**src/acf_regs.svh**
```systemverilog
// Purpose: Constants of the serial command framing block of the converter.
// Assumes: A 100 MHz system clock samples the serial link.
// Notes: Bit positions refer to the 8-bit control byte.
`ifndef ACF_REGS_SVH
`define ACF_REGS_SVH

// ****************************************
// Control byte layout
// ****************************************
`define ACF_CMD_BITS 8
`define ACF_START_BIT 7
`define ACF_CHANNEL_SELECT_MSB 6
`define ACF_CHANNEL_SELECT_LSB 4
`define ACF_POLARITY_SELECT 3
`define ACF_INPUT_CONFIG_SELECT 2
`define ACF_POWER_MODE_HI 1
`define ACF_POWER_MODE_LO 0
`define ACF_TRACK_AFTER_BITS 3'h4

// ****************************************
// Conversion and power
// ****************************************
`define ACF_RESULT_BITS 12
`define ACF_OVERLAP_IDX 4'h5
`define ACF_RESULT_MSB_IDX 4'hB
`define ACF_MIN_CLOCKS_PER_CONV 16
`define ACF_DEEP_SLEEP_MODE 2'h0
`define ACF_QUICK_SLEEP_MODE 2'h1
`define ACF_LOW_CURRENT_MODE 2'h2
`define ACF_NORMAL_MODE 2'h3
`define ACF_SYNC_RESET 5'h0A

// ****************************************
// Timing
// ****************************************
`define ACF_CLOCK_MHZ 100
`define ACF_CONV_LIMIT_US 120
`define ACF_CONV_LIMIT_CYCLES (`ACF_CONV_LIMIT_US * `ACF_CLOCK_MHZ)

`endif

```
**src/acf_pkg.sv**
```systemverilog
// Purpose: Types of the serial command framing block.
// Assumes: Constants come from acf_regs.svh.
// Notes: The state record is shared by the framing module only.
package acf_pkg;

   typedef enum logic [1:0] {
      ACF_P_IDLE = 2'b01,
      ACF_P_SHIFT = 2'b10
   } acf_parse_t;

   typedef enum logic [3:0] {
      ACF_C_IDLE = 4'b0001,
      ACF_C_STROBE = 4'b0010,
      ACF_C_BITS = 4'b0100,
      ACF_C_TAIL = 4'b1000
   } acf_conv_t;

   typedef struct packed {
      logic [4:0] sync1;
      logic [4:0] sync2;
      logic sclk_prev;
      acf_parse_t pstate;
      logic [6:0] cmd_shift;
      logic [2:0] cmd_cnt;
      logic pending;
      logic [7:0] next_cmd;
      logic [7:0] cmd;
      acf_conv_t cstate;
      logic [3:0] bit_idx;
      logic [11:0] sar;
      logic dout;
      logic dout_oe;
      logic strobe;
      logic strobe_oe;
      logic track;
      logic [2:0] mux_pos;
      logic [2:0] mux_neg;
      logic neg_com;
      logic unipolar;
      logic [1:0] power_mode;
      logic [15:0] timer;
      logic overtime;
      logic push;
      logic [19:0] push_data;
   } acf_state_t;

endpackage : acf_pkg

```
**src/acf_framing.sv**
```systemverilog
// Purpose: Serial command framing and conversion sequencing of the converter.
// Assumes: The serial link, chip select, shutdown and comparator are
//          asynchronous and are sampled by the 100 MHz system clock.
// Notes: One serial clock period must span several system clocks.
//        A start bit is refused while the result buffer lacks room.
//        A result bit is decided from the comparator at each falling edge.
//        Shutdown clears a held byte and leaves the parser idle.
//        Result words wait in a small buffer with valid and ready.
`timescale 1ns/1ps
`default_nettype none
`include "acf_regs.svh"

module acf_framing #(
   parameter int CONV_LIMIT_CYCLES = `ACF_CONV_LIMIT_CYCLES,
   parameter int BUF_DEPTH = 2
) (
   input wire logic clock,
   input wire logic resetn,
   input wire logic sclk,
   input wire logic cs_n,
   input wire logic din,
   input wire logic shutdown_pin_n,
   input wire logic comp_keep,
   output logic dout,
   output logic dout_oe,
   output logic conversion_strobe_out,
   output logic conversion_strobe_oe,
   output logic [11:0] sar_trial,
   output logic sample_track,
   output logic [2:0] mux_positive,
   output logic [2:0] mux_negative,
   output logic mux_negative_is_common,
   output logic unipolar,
   output logic [1:0] power_mode,
   output logic hw_shutdown,
   output logic converting,
   output logic conversion_overtime,
   output logic result_valid,
   input wire logic result_ready,
   output logic [11:0] result_code,
   output logic [7:0] result_command
);

   // ****************************************
   // State and sampled inputs
   // ****************************************
   acf_pkg::acf_state_t s;
   acf_pkg::acf_state_t next_s;

   logic sclk_rise;
   logic sclk_fall;
   logic cs_low;
   logic din_s;
   logic shutdown_pin_n_low;
   logic keep_s;
   logic buf_in_ready;
   logic buf_out_valid;
   logic [19:0] buf_out_data;
   logic start_ok;
   logic conv_busy;
   logic decide;
   logic in_overlap;
   logic at_rest;
   logic last_cmd_bit;
   logic last_decision;
   logic track_due;

   // Only the second synchroniser stage and the delayed copy are read.
   assign sclk_rise = s.sync2[0] & ~s.sclk_prev;
   assign sclk_fall = ~s.sync2[0] & s.sclk_prev;
   assign cs_low = ~s.sync2[1];
   assign din_s = s.sync2[2];
   assign shutdown_pin_n_low = ~s.sync2[3];
   assign keep_s = s.sync2[4];

   assign conv_busy = (s.cstate == acf_pkg::ACF_C_STROBE) || (s.cstate == acf_pkg::ACF_C_BITS);
   assign decide = conv_busy;

   // ****************************************
   // Events and decodes
   // ****************************************
   // Overlap opens once result bit six is on the output pin.
   assign in_overlap = (s.cstate == acf_pkg::ACF_C_BITS) && (s.bit_idx <= `ACF_OVERLAP_IDX);
   assign at_rest = (s.cstate == acf_pkg::ACF_C_IDLE) || (s.cstate == acf_pkg::ACF_C_TAIL);
   // The counter reads six while the eighth bit is on the input.
   assign last_cmd_bit = (s.cmd_cnt == 3'h6);
   // Bit index zero marks the twelfth decision.
   assign last_decision = (s.bit_idx == 4'h0);
   // Tracking begins on the fall after the fifth command bit.
   assign track_due = (s.pstate == acf_pkg::ACF_P_SHIFT) && (s.cmd_cnt >= `ACF_TRACK_AFTER_BITS);

   // A new start is taken when idle, or once result bit six is out. The
   // buffer must also have room for every conversion still in flight.
   always_comb begin
      start_ok = 1'b0;
      if (s.pending) begin
         start_ok = 1'b0;
      end else if (in_overlap) begin
         start_ok = ~buf_out_valid;
      end else if (at_rest) begin
         start_ok = buf_in_ready;
      end
   end

   // ****************************************
   // Decoding helpers
   // ****************************************

   // Maps the select code to a channel; swap picks the partner channel.
   function automatic logic [2:0] acf_channel(input logic [2:0] sel, input logic swap);
      acf_channel = {sel[1:0], sel[2] ^ swap};
   endfunction : acf_channel

   // Bipolar results are two's complement: flip the offset-binary MSB.
   function automatic logic acf_out_bit(input logic bit_value, input logic is_msb, input logic uni);
      acf_out_bit = bit_value ^ (is_msb & ~uni);
   endfunction : acf_out_bit

   // ****************************************
   // Control byte fields
   // ****************************************
   // The held byte feeds the next conversion; the running byte sets the
   // power mode that follows it.
   logic [2:0] held_select;
   logic held_polarity;
   logic held_config;
   logic [1:0] run_power;
   logic [11:0] final_code;

   assign held_select = s.next_cmd[`ACF_CHANNEL_SELECT_MSB:`ACF_CHANNEL_SELECT_LSB];
   assign held_polarity = s.next_cmd[`ACF_POLARITY_SELECT];
   assign held_config = s.next_cmd[`ACF_INPUT_CONFIG_SELECT];
   assign run_power = {s.cmd[`ACF_POWER_MODE_HI], s.cmd[`ACF_POWER_MODE_LO]};
   // The finished code takes its last bit straight from the comparator.
   assign final_code = {acf_out_bit(s.sar[11], 1'b1, s.unipolar), s.sar[10:1], keep_s};

   // ****************************************
   // Next-state logic
   // ****************************************
   always_comb begin
      next_s = s;
      next_s.sync1 = {comp_keep, shutdown_pin_n, din, cs_n, sclk};
      next_s.sync2 = s.sync1;
      next_s.sclk_prev = s.sync2[0];
      next_s.push = 1'b0;

      // Strobe and result pins float while select is high.
      next_s.dout_oe = cs_low;
      next_s.strobe_oe = cs_low;

      // Conversion watchdog for the hold-droop limit.
      if (conv_busy) begin
         if (32'(s.timer) >= CONV_LIMIT_CYCLES) begin
            next_s.overtime = 1'b1;
         end else begin
            next_s.timer = s.timer + 16'h0001;
         end
      end

      if (shutdown_pin_n_low) begin
         // Shutdown aborts at once and leaves the parser idle.
         next_s.pstate = acf_pkg::ACF_P_IDLE;
         next_s.cmd_cnt = 3'h0;
         next_s.pending = 1'b0;
         next_s.cstate = acf_pkg::ACF_C_IDLE;
         next_s.strobe = 1'b0;
         next_s.dout = 1'b0;
         next_s.track = 1'b0;
         next_s.sar = 12'h000;
         next_s.bit_idx = `ACF_RESULT_MSB_IDX;
         next_s.timer = 16'h0000;
      end else begin
         // ****************************************
         // Command parser, rising serial edges
         // ****************************************
         if (!cs_low) begin
            // A partial byte is dropped when select rises.
            next_s.pstate = acf_pkg::ACF_P_IDLE;
            next_s.cmd_cnt = 3'h0;
            next_s.strobe = 1'b0;
         end else if (sclk_rise) begin
            unique case (s.pstate)
               acf_pkg::ACF_P_IDLE: begin
                  // Zeros are skipped; a falling select alone does nothing.
                  if (din_s && start_ok) begin
                     next_s.pstate = acf_pkg::ACF_P_SHIFT;
                     next_s.cmd_cnt = 3'h0;
                     next_s.power_mode = `ACF_NORMAL_MODE;
                  end
               end
               acf_pkg::ACF_P_SHIFT: begin
                  next_s.cmd_shift = {s.cmd_shift[5:0], din_s};
                  next_s.cmd_cnt = s.cmd_cnt + 3'h1;
                  if (last_cmd_bit) begin
                     // Eighth bit in: the start bit heads the byte.
                     next_s.next_cmd = {1'b1, s.cmd_shift[5:0], din_s};
                     next_s.pending = 1'b1;
                     next_s.pstate = acf_pkg::ACF_P_IDLE;
                  end
               end
               default: begin
                  next_s.pstate = acf_pkg::ACF_P_IDLE;
               end
            endcase
         end

         // ****************************************
         // Conversion sequencer, falling serial edges
         // ****************************************
         if (sclk_fall) begin
            if (track_due) begin
               next_s.track = 1'b1;
            end

            if (decide) begin
               // One decision per falling edge; the trial bit is kept or not.
               next_s.sar[s.bit_idx] = keep_s;
               next_s.dout = acf_out_bit(keep_s, s.bit_idx == `ACF_RESULT_MSB_IDX, s.unipolar);
               next_s.strobe = 1'b0;
               if (last_decision) begin
                  next_s.cstate = acf_pkg::ACF_C_TAIL;
                  next_s.push = 1'b1;
                  next_s.push_data = {final_code, s.cmd};
                  next_s.power_mode = run_power;
               end else begin
                  next_s.sar[s.bit_idx - 4'h1] = 1'b1;
                  next_s.bit_idx = s.bit_idx - 4'h1;
                  next_s.cstate = acf_pkg::ACF_C_BITS;
               end
            end else if (s.cstate == acf_pkg::ACF_C_TAIL) begin
               next_s.dout = 1'b0;
            end

            // The held byte starts its conversion only after the last one ends.
            if (s.pending && !conv_busy) begin
               next_s.pending = 1'b0;
               next_s.cmd = s.next_cmd;
               next_s.cstate = acf_pkg::ACF_C_STROBE;
               next_s.strobe = cs_low;
               next_s.dout = 1'b0;
               next_s.track = 1'b0;
               next_s.bit_idx = `ACF_RESULT_MSB_IDX;
               next_s.sar = 12'h800;
               next_s.timer = 16'h0000;
               next_s.overtime = 1'b0;
               next_s.power_mode = `ACF_NORMAL_MODE;
               next_s.unipolar = held_polarity;
               next_s.mux_pos = acf_channel(held_select, 1'b0);
               next_s.mux_neg = acf_channel(held_select, 1'b1);
               next_s.neg_com = held_config;
            end
         end
      end
   end

   // ****************************************
   // State register
   // ****************************************
   always_ff @(posedge clock or negedge resetn) begin
      if (!resetn) begin
         s <= '0;
         // Synchronisers wake up as if select were high and shutdown released.
         s.sync1 <= `ACF_SYNC_RESET;
         s.sync2 <= `ACF_SYNC_RESET;
         s.pstate <= acf_pkg::ACF_P_IDLE;
         s.cstate <= acf_pkg::ACF_C_IDLE;
         s.power_mode <= `ACF_NORMAL_MODE;
         s.neg_com <= 1'b1;
         s.unipolar <= 1'b1;
      end else begin
         s <= next_s;
      end
   end

   // ****************************************
   // Result buffer
   // ****************************************
   // Finished words wait here until the consumer takes them.
   acf_pair_buffer #(
      .WIDTH(20),
      .DEPTH(BUF_DEPTH)
   ) u_result_buffer (
      .clock(clock),
      .resetn(resetn),
      .in_valid(s.push),
      .in_ready(buf_in_ready),
      .in_data(s.push_data),
      .out_valid(buf_out_valid),
      .out_ready(result_ready),
      .out_data(buf_out_data)
   );

   // ****************************************
   // Outputs
   // ****************************************
   // Link pins and their enables.
   assign dout = s.dout;
   assign dout_oe = s.dout_oe;
   assign conversion_strobe_out = s.strobe;
   assign conversion_strobe_oe = s.strobe_oe;

   // Analog front-end controls.
   assign sar_trial = s.sar;
   assign sample_track = s.track;
   assign mux_positive = s.mux_pos;
   assign mux_negative = s.mux_neg;
   assign mux_negative_is_common = s.neg_com;
   assign unipolar = s.unipolar;
   assign power_mode = s.power_mode;

   // Status and the result stream.
   assign hw_shutdown = shutdown_pin_n_low;
   assign converting = conv_busy;
   assign conversion_overtime = s.overtime;
   assign result_valid = buf_out_valid;
   assign result_code = buf_out_data[19:8];
   assign result_command = buf_out_data[7:0];

endmodule : acf_framing

`default_nettype wire

```
**src/acf_pair_buffer.sv**
```systemverilog
// Purpose: Small valid/ready buffer for finished conversion results.
// Assumes: Both sides run on the system clock.
// Notes: in_ready drops when every entry holds a word.
`timescale 1ns/1ps
`default_nettype none

module acf_pair_buffer #(
   parameter int WIDTH = 20,
   parameter int DEPTH = 2
) (
   input wire logic clock,
   input wire logic resetn,
   input wire logic in_valid,
   output logic in_ready,
   input wire logic [WIDTH-1:0] in_data,
   output logic out_valid,
   input wire logic out_ready,
   output logic [WIDTH-1:0] out_data
);

   localparam int PW = (DEPTH > 1) ? $clog2(DEPTH) : 1;

   typedef struct packed {
      logic [DEPTH-1:0][WIDTH-1:0] mem;
      logic [PW-1:0] wr_ptr;
      logic [PW-1:0] rd_ptr;
      logic [PW:0] count;
   } acf_buf_state_t;

   acf_buf_state_t s;
   acf_buf_state_t next_s;

   logic do_write;
   logic do_read;

   assign in_ready = (s.count != (PW+1)'(DEPTH));
   assign out_valid = (s.count != '0);
   assign out_data = s.mem[s.rd_ptr];
   assign do_write = in_valid & in_ready;
   assign do_read = out_valid & out_ready;

   function automatic logic [PW-1:0] acf_bump(input logic [PW-1:0] ptr);
      acf_bump = (ptr == (PW)'(DEPTH - 1)) ? '0 : ptr + 1'b1;
   endfunction : acf_bump

   always_comb begin
      next_s = s;
      if (do_write) begin
         next_s.mem[s.wr_ptr] = in_data;
         next_s.wr_ptr = acf_bump(s.wr_ptr);
      end
      if (do_read) begin
         next_s.rd_ptr = acf_bump(s.rd_ptr);
      end
      if (do_write && !do_read) begin
         next_s.count = s.count + 1'b1;
      end else if (do_read && !do_write) begin
         next_s.count = s.count - 1'b1;
      end
   end

   always_ff @(posedge clock or negedge resetn) begin
      if (!resetn) begin
         s <= '0;
      end else begin
         s <= next_s;
      end
   end

endmodule : acf_pair_buffer

`default_nettype wire

```
**config.mk**
```make
export PLATFORM = sky130hd
export DESIGN_NAME = acf_framing
export DESIGN_NICKNAME = d
export VERILOG_FILES = /design/src/acf_pkg.sv /design/src/acf_framing.sv /design/src/acf_pair_buffer.sv
export VERILOG_INCLUDE_DIRS = /design/src
export SDC_FILE = /design/constraint.sdc
export NUM_CORES = 1
export LEC_CHECK = 0
export BUFFER_PORTS_ARGS = -buffer_cell sky130_fd_sc_hd__buf_2
export CAP_MARGIN = 20
export CORE_AREA = 2 2 109 111
export CTS_CLUSTER_SIZE = 40
export DETAILED_ROUTE_END_ITERATION = 8
export DIE_AREA = 0 0 111 113
export PLACE_DENSITY = 0.84
export SYNTH_ARGS = -nofsm -noshare
export SYNTH_HDL_FRONTEND = slang
export SYNTH_SLANG_ARGS = --single-unit
```
**constraint.sdc**
```tcl
create_clock -name clock -period 3.9 [get_ports clock]
set_clock_uncertainty 0.1 [all_clocks]
set_input_delay 0.78 -clock clock [delete_from_list [all_inputs] [get_ports clock]]
set_output_delay 0.78 -clock clock [all_outputs]
set_load 0.01 [all_outputs]
```
Word-level counts from Yosys, hierarchy flattened
Cells that the tools add are included.
{"block": "totals", "word_cells": 170, "ff_bits": 156}
{"block": "classes", "mux": 63, "n_reduce_logical": 27, "order_cmp": 10, "n_addsub": 7, "bitwise": 15, "n_eq_ne": 18}
{"operator": "2-to-1 mux 21 bit", "count": 6}
{"operator": "2-to-1 mux 20 bit", "count": 4}
{"operator": "2-to-1 mux 49 bit", "count": 1}
{"operator": "2-to-1 mux 16 bit", "count": 3}
{"operator": "bitwise mux 40 bit", "count": 1}
{"operator": "2-to-1 mux 28 bit", "count": 1}
{"operator": "2-to-1 mux 9 bit", "count": 3}
{"operator": "2-to-1 mux 2 bit", "count": 12}
{"operator": "2-to-1 mux 22 bit", "count": 1}
{"operator": "demux 20 bit (select 1 bit)", "count": 1}
{"operator": "2-to-1 mux 1 bit", "count": 19}
{"operator": "2-to-1 mux 17 bit", "count": 1}
{"operator": "adder 16 x 1 -> 16 bit (second input constant)", "count": 1}
{"operator": "greater-or-equal comparator 16 x 14 -> 1 bit (second input constant)", "count": 1}
{"operator": "bitwise mux 12 bit", "count": 1}
{"operator": "OR 12 bit", "count": 1}
{"operator": "AND reduction 3 bit", "count": 4}
{"operator": "less-than comparator 4 x 5 -> 1 bit (second input constant)", "count": 2}
{"operator": "logical AND 1 bit", "count": 9}
{"operator": "demux 1 bit (select 4 bit)", "count": 2}
{"operator": "== test 4 bit (second input constant)", "count": 2}
{"operator": "greater-or-equal comparator 4 x 1 -> 1 bit (second input constant)", "count": 2}
{"operator": "2-to-1 mux 4 bit", "count": 2}
{"operator": "!= test 4 bit (second input constant)", "count": 2}
{"operator": "other kinds (35)", "count": 58}

Depth between registers and ports, before layout
Gate-level depths: netlist of the first run.
{"block": "depth", "depth_word": 15, "depth_mapped": 8, "mapped_depth_nobuf": 7}

Cells and area by module
Synthesis of the first run repeated with hierarchy kept, for this count alone.
{"block": "unflattened", "hier_cells": 586, "area_unflattened_um2": 6885.4}
{"mod": "acf_framing", "cells_per_inst": 463, "area_per_inst_um2": 4753.3, "instances": 1}
{"mod": "acf_pair_buffer", "cells_per_inst": 123, "area_per_inst_um2": 2132.0, "instances": 1}

Least setup slack after synthesis of the first run
Ideal clock, no wire load.
{"block": "synth_timing", "kind": "register to output", "from": "register u_result_buffer.s[2] in the netlist's numbering", "to": "output port result_code[10]", "n_path_buf": 1, "slack_ps": 1927, "stages_incl_launch_ff": 3, "required_ps": 3020, "arrival_time_ps": 1093, "cell_sequence": "dfrtp_1 > clkbuf_1 > mux2_2"}
{"block": "synth_between", "elab_chain_len": 2}
{"item": "start, declared", "line_no": "acf_pair_buffer.sv:30", "text": "acf_buf_state_t s;"}
{"item": "start signal, assigned", "line_no": "acf_pair_buffer.sv:66", "text": "s <= next_s;"}
{"item": "2-to-1 mux 20 bit (implied by the code) (2 in series)", "line_no": "acf_pair_buffer.sv:38", "text": "assign out_data = s.mem[s.rd_ptr];"}
{"item": "end, declared", "line_no": "acf_framing.sv:40", "text": "output logic [11:0] result_code,"}
Every way passes these cells. The select of a mux whose other input is x is not followed.

Worst setup path in the final report of the first run
{"block": "layout_timing", "from": "register u_result_buffer.s[2] in the netlist's numbering", "to": "output port result_code[11]"}
Same word-level chain as after synthesis.

==> results.yml, run 1 <==
logic_synthesis:
  synth_common_cells: "dfrtp_1, mux2_2, nand2_1, nor2_1, o21ai_0"
  synth.area.top_cells: "dfrtp_1, mux2_2, nand2_1"
  synth.distinct_cells: 56
  synth.cell_area_um2: 6680
  yosysTopAreaCellShare: 0.525
  synth_top_area_cell: "dfrtp_1"
  yosys_warnings: 0
  postSynthAreaPerCell_um2: 11.4
  ys_seq_area_frac: 0.564
  yosys.cell_count.top_type: "dfrtp_1"
  synth_ff_type: "dfrtp_1"
  synth_nets: 599
  syn-instance-count: 584
  synthArstFlopShare: 1.00
  synth_edf_count: 0
  ys_seq_elements: 150
cts:
  htreeDepth: 4
  path_clk_slew_ns: 0.06
  cts_setup_buffers: 0
  root_buffer: "clkbuf_16"
  clock_latency_ns: 0.43
  cts_buffer_depth: 2
  ctsResizeCount: 0
  cts_hold_buf: 0
  cts-buffers-inserted: 17
  numClockSinks: 150
  cts_tree: "yes"
die:
  num_rows: 39
  core_area_um2: 11300
  die_y_um: 113
  die_w_um: 111
  num_io_pins: 59
  start_util: 0.592
  dieArea_um2: 12500
setup_path:
  worstSetupEndpointType: "output port"
  crit_arrival_ns: 1.96
  crit_type: "register to output port"
  critPathMaxFanout: 21
  cp.required_ns: 3.02
  worstPathCellList: "mux2_2, buf_2"
  startpoint_type: "register"
  ff2ff_path_depth: 5
  slowest_delay_ns: 0.97
  cp_slowest_cell: "dfrtp_1"
layout:
  final_core_util: 0.674
  nNetsFinal: 636
  layout-drive-gt1-share: 0.317
  area_growth_pct: 13.8
  register_area_um2: 3770
  fillers: 816
  multi_input_area_um2: 2590
  antenna_cells: 0
power:
  swShare: 0.209
  vdd_drop_max_mv: 0.368
  p_sw_w: 0.000726
  power.internal_w: 0.00274
  combPwrFrac: 0.032
  clockPowerShare: 0.505
  seqPwrFrac: 0.463
  power_density_nw_per_um2: 456
  p_leak_nw: 3.87
timing:
  worst_slew_pin_slew_ns: 0.948
  fin_crit_sh: 0.729
  whs_ns: 0.126
  final-max-slew-violation-count: 0
  setup_viol: 0
  finalSetupTns_ns: 0
  rsz0062_at_grt: "no"
  fmax_ghz: 0.352
  hold_violations: 0
  relSlewSlack: 0.368
  post-route-min-period_ns: 2.84
route:
  ant_nets: 0
  drt_pass1_iterations: 4
  first_iter_violations: 351
  routed_via_density: 5.76
  drc: 0
  routedWlPerCell_um: 17.1
  via_count: 4473
  wl_um: 13300
grt:
  grt_antenna_before_repair: 0
  grt_overflow: 0
  grt_pass1_vias: 4437
  grt_use_total: 0.222
  grt_start_max_net_pins: 125
  grt_first_pass_wirelength_um: 22100
outcome:
  status: "complete, no violations"
place:
  portBuffers: 58
  dp_hpwl_um: 8360
  gp_congestion: 0.870
hold_path:
  hold_path_class: "input port to async pin"
job:
  drv_cap: 0
==> power groups by stage <==
stage	clock network, W	registers (W)	logic, W
finish	0.00175	0.00161	0.000112
global route	0.00185	0.00161	0.000126
CTS	0.00178	0.00160	0.000109
detailed placement	0	0.00163	0.000108
global placement	0	0.00163	0.000104
floorplan	0	0.00161	0.0000739
==> kinds of logic after synthesis <==
logic type | count (synthesis) | synth area share
simple gates | 180 | 0.125
fa+ha+maj | 7 | 0.0131
compound gates | 80 | 0.0770
mux | 86 | 0.146
xor+xnor | 20 | 0.0274
flops | 150 | 0.564
buf+inv | 61 | 0.0476
==> state kept, by name, indices dropped and copies added, names as in the netlist <==
name / cells
conversion_overtime: 1
conversion_strobe_oe: 1
conversion_strobe_out: 1
din_s: 1
dout: 1
final_code: 1
held_config: 1
held_polarity: 1
held_select: 3
mux_negative: 1
mux_negative_is_common: 1
next_s: 6
power_mode: 2
run_power: 2
s: 69
sample_track: 1
sar_trial: 12
u_result_buffer.s: 44
unipolar: 1
==> critical path: cells and delay by family (launching register included) <==
family                 cells  cell delay [ns]
DFF                        1             0.97
muxes                      1             0.42
buffers and inverters      1             0.14
==> cell usage in the layout, fill, tap and decap left out, types with 4 or more instances in the layout <==
| cell type | instances |
|---|---|
| dfrtp_1 | 140 |
| inv_1 | 14 |
| xor2_1 | 5 |
| nand2_1 | 81 |
| nor3_1 | 8 |
| clkbuf_16 | 17 |
| o31ai_1 | 8 |
| a31oi_1 | 5 |
| xnor2_1 | 14 |
| nor2b_1 | 5 |
| nand4_1 | 7 |
| dfstp_2 | 10 |
| nor2_1 | 41 |
| nand3_1 | 6 |
| nand2b_1 | 8 |
| buf_4 | 6 |
| o21ai_0 | 26 |
| buf_2 | 57 |
| mux2_2 | 85 |
| ha_1 | 7 |
| bufinv_16 | 4 |
| a21oi_1 | 20 |
==> routing by layer <==
layer  share of wire  global-route usage  vias up
li1                -                   -     2066
met5               0                   0        -
met1            0.43               0.286     2236
met3           0.055              0.0611       26
met4           0.021              0.0883        0
met2            0.50               0.362      145
==> per-stage QoR <==
stage | power, W | cell area (µm²) | setup WS [ns] | cells
after global placement | 0.00173 | 6920 | 1.59 | 743
after floorplan | 0.00169 | 6680 | 1.93 | 584
after global routing | 0.00358 | 7600 | 0.983 | 777
after CTS | 0.00349 | 7560 | 1.07 | 775
after detailed placement | 0.00174 | 6920 | 1.50 | 743
final | 0.00347 | 7600 | 1.06 | 777
==> worst paths after layout <==
check,start,endpoint,slack (ns)
max reg2reg,s[66],s[19],1.47
max in group asynchronous,resetn,mux_negative_is_common,2.54
min in group clock,next_s[103],next_s[102],0.25
min reg2reg,next_s[103],next_s[102],0.25
max,u_result_buffer.s[2],result_code[11],1.06
min,resetn,u_result_buffer.s[37],0.13
==> layout make-up <==
cell class,count,share of cell area
Sequential cell,150,0.496
Multi-Input combinational cell,373,0.341
Timing Repair Buffer,65,0.0486
Clock buffer,22,0.0624
Tap cell,143,0.0235
Clock inverter,10,0.0219
Inverter,14,0.00691
(Power assumes the default switching activity.)
==> run 2, diff against run 1 <==
--- a/config.mk
+++ b/config.mk
@@ -6,13 +6,14 @@
 export SDC_FILE = /design/constraint.sdc
 export NUM_CORES = 1
 export LEC_CHECK = 0
+export ABC_AREA = 1
 export BUFFER_PORTS_ARGS = -buffer_cell sky130_fd_sc_hd__buf_2
 export CAP_MARGIN = 20
-export CORE_AREA = 2 2 109 111
+export CORE_AREA = 2 2 117 119
 export CTS_CLUSTER_SIZE = 40
 export DETAILED_ROUTE_END_ITERATION = 8
-export DIE_AREA = 0 0 111 113
-export PLACE_DENSITY = 0.84
+export DIE_AREA = 0 0 119 121
+export PLACE_DENSITY = 0.8
 export SYNTH_ARGS = -nofsm -noshare
 export SYNTH_HDL_FRONTEND = slang
 export SYNTH_SLANG_ARGS = --single-unit
==> constraint.sdc (replaced) <==
create_clock -name clock -period 2.3 [get_ports clock]
set_clock_uncertainty 0.1 [all_clocks]
set_input_delay 0.46 -clock clock [delete_from_list [all_inputs] [get_ports clock]]
set_output_delay 0.46 -clock clock [all_outputs]
set_load 0.01 [all_outputs]
==> run 2 against run 1 <==
Die area rose by 15%; combinational power increased to 5.9 times the previous value; core utilization down 6.8 points; critical path depth up 2; critical endpoint is now converting; total power rose by 78%; synthesized cell count rose by 39%; critical path type unchanged; routed wire length grew 9.5%; largest cell class unchanged; non-clock buffer count grew 5; register-to-register slack got worse by 1.1 ns.
==> results.yml, run 2 <==
job:
  drv_cap: 0
cts:
  cts_hold_buf: 1
  cts_tree: "yes"
  numClockSinks: 150
  htreeDepth: 4
  cts_setup_buffers: 0
  clock_latency_ns: 0.43
  cts-buffers-inserted: 17
  path_clk_slew_ns: 0.06
  root_buffer: "clkbuf_16"
  cts_buffer_depth: 2
  ctsResizeCount: 0
place:
  portBuffers: 58
  place_inst: 1015
  gp_congestion: 0.947
  dp_hpwl_um: 9910
grt:
  grt_antenna_before_repair: 0
  grt_use_total: 0.220
  grt_overflow: 0
  grt_first_pass_wirelength_um: 25000
  grt_start_max_net_pins: 46
  grt_pass1_vias: 5245
die:
  core_area_um2: 13100
  start_util: 0.536
  dieArea_um2: 14400
  num_rows: 42
  num_io_pins: 59
  die_y_um: 121
  die_w_um: 119
route:
  wl_um: 14500
  drt_pass1_iterations: 5
  via_count: 5405
  first_iter_violations: 557
  routed_via_density: 5.16
  drc: 0
  ant_nets: 0
  routedWlPerCell_um: 13.9
setup_path:
  crit_type: "register to output port"
  cp.required_ns: 1.74
  critPathMaxFanout: 9
  worstSetupEndpointType: "output port"
  startpoint_type: "register"
  crit_arrival_ns: 1.47
logic_synthesis:
  synth.distinct_cells: 42
  ys_seq_area_frac: 0.537
  synth.cell_area_um2: 7010
  synth_nets: 829
  synth_edf_count: 0
  yosys.cell_count.top_type: "nand2_1"
  synth_ff_type: "dfrtp_1"
  postSynthAreaPerCell_um2: 8.62
  yosysTopAreaCellShare: 0.499
  yosys_warnings: 0
  ys_seq_elements: 150
  syn-instance-count: 814
  synthArstFlopShare: 1.00
  synth_common_cells: "nand2_1, dfrtp_1, o21ai_0, inv_1, nor2_1"
  synth.area.top_cells: "dfrtp_1, nand2_1, o21ai_0"
  synth_top_area_cell: "dfrtp_1"
power:
  power_density_nw_per_um2: 776
  vdd_drop_max_mv: 0.720
  p_leak_nw: 3.99
timing:
  fin_crit_sh: 0.883
  whs_ns: 0.0232
  finalSetupTns_ns: 0
  relSlewSlack: 0.654
  hold_violations: 0
  rsz0062_at_grt: "no"
  fmax_ghz: 0.492
  worst_slew_pin_slew_ns: 0.519
  setup_viol: 0
  final-max-slew-violation-count: 0
  post-route-min-period_ns: 2.03
layout:
  final_cell_mix: "nand2_1, dfrtp_1, o21ai_0"
  largest_reg_flops: 69
  antenna_cells: 0
  layout-drive-gt1-share: 0.188
  nNetsFinal: 874
  final_cells: 1048
  final_common_cell: "nand2_1"
  top_register: "s"
  area_growth_pct: 13.2
hold_path:
  hold_path_class: "input port to register"
outcome:
  status: "complete, no violations"
[run 2: cell types whose count changed after synthesis, sizes merged, moves of 5 or more]
cell and change:
a21oi +5, inv +77, mux2 -86, nand2 +179, nand2b -8, nand3 +28, nor2 +14, nor2b -5
o21ai +82, o22ai +5, o31ai -8, xnor2 -13
[run 2: power by group]
group          switching [W]  leakage, nW  internal [W]  total, W
clock network        0.00115        0.273       0.00154   0.00269
registers          0.0000872         2.02       0.00273   0.00282
logic               0.000465         1.70      0.000192  0.000658
[run 2: metrics by stage]
| stage | area [µm²] | utilization | power (W) | worst slack [ns] |
|---|---|---|---|---|
| 4_1_cts | 7940 | 0.607 | 0.00620 | 0.263 |
| 6_report | 7940 | 0.607 | 0.00616 | 0.269 |
| 2_1_floorplan | 7010 | - | 0.00329 | 0.697 |
| 3_3_place_gp | 7350 | 0.562 | 0.00350 | 0.434 |
| 5_1_grt | 7940 | 0.607 | 0.00642 | 0.192 |
| 3_5_place_dp | 7350 | 0.562 | 0.00351 | 0.362 |
[run 2: cell families (layout without fill, tap and decap cells)]
| kind of cell | count (synthesis) | in the layout | share of synthesized area |
|---|---|---|---|
| fa+ha+maj | 7 | 7 | 0.0125 |
| compound gates | 150 | 150 | 0.121 |
| flops | 150 | 150 | 0.537 |
| xor+xnor | 6 | 6 | 0.00749 |
| simple gates | 365 | 365 | 0.229 |
| buf+inv | 136 | 194 | 0.0938 |
[run 2: worst paths after layout]
check,endpoint,from,slack [ns],cells after the start
setup / recovery,converting,s[71],0.27,4
hold / removal,next_s[106],shutdown_pin_n,0.02,1
setup reg to reg,s[18],s[71],0.33,8
hold reg to reg,next_s[102],next_s[103],0.26,0
max in group asynchronous,u_result_buffer.s[40],resetn,1.05,3
min in group asynchronous,s[36],resetn,0.41,2
[run 2: area by class of cell]
cell class / instances / area, µm²
fill: 1108 / 5150
sequential: 150 / 3770
multi-input combinational: 528 / 2590
clock buffer: 18 / 439
timing repair buffer: 70 / 427
inverter: 92 / 358
tap: 176 / 220
clock inverter: 14 / 138
[run 2: worst max-delay path, cell delays in order, from the launching register on]
cell and delay, ns:
dfrtp_1 0.42, nor2_1 0.19, nand3_2 0.12, nand2_4 0.16, buf_2 0.17
[run 2: metal layers]
metal	track usage	vias up	wire [µm]
met3	0.0522	28	792
met4	0.0982	0	298
met2	0.345	164	6990
met1	0.295	2552	6450
met5	0	-	0
li1	-	2661	-
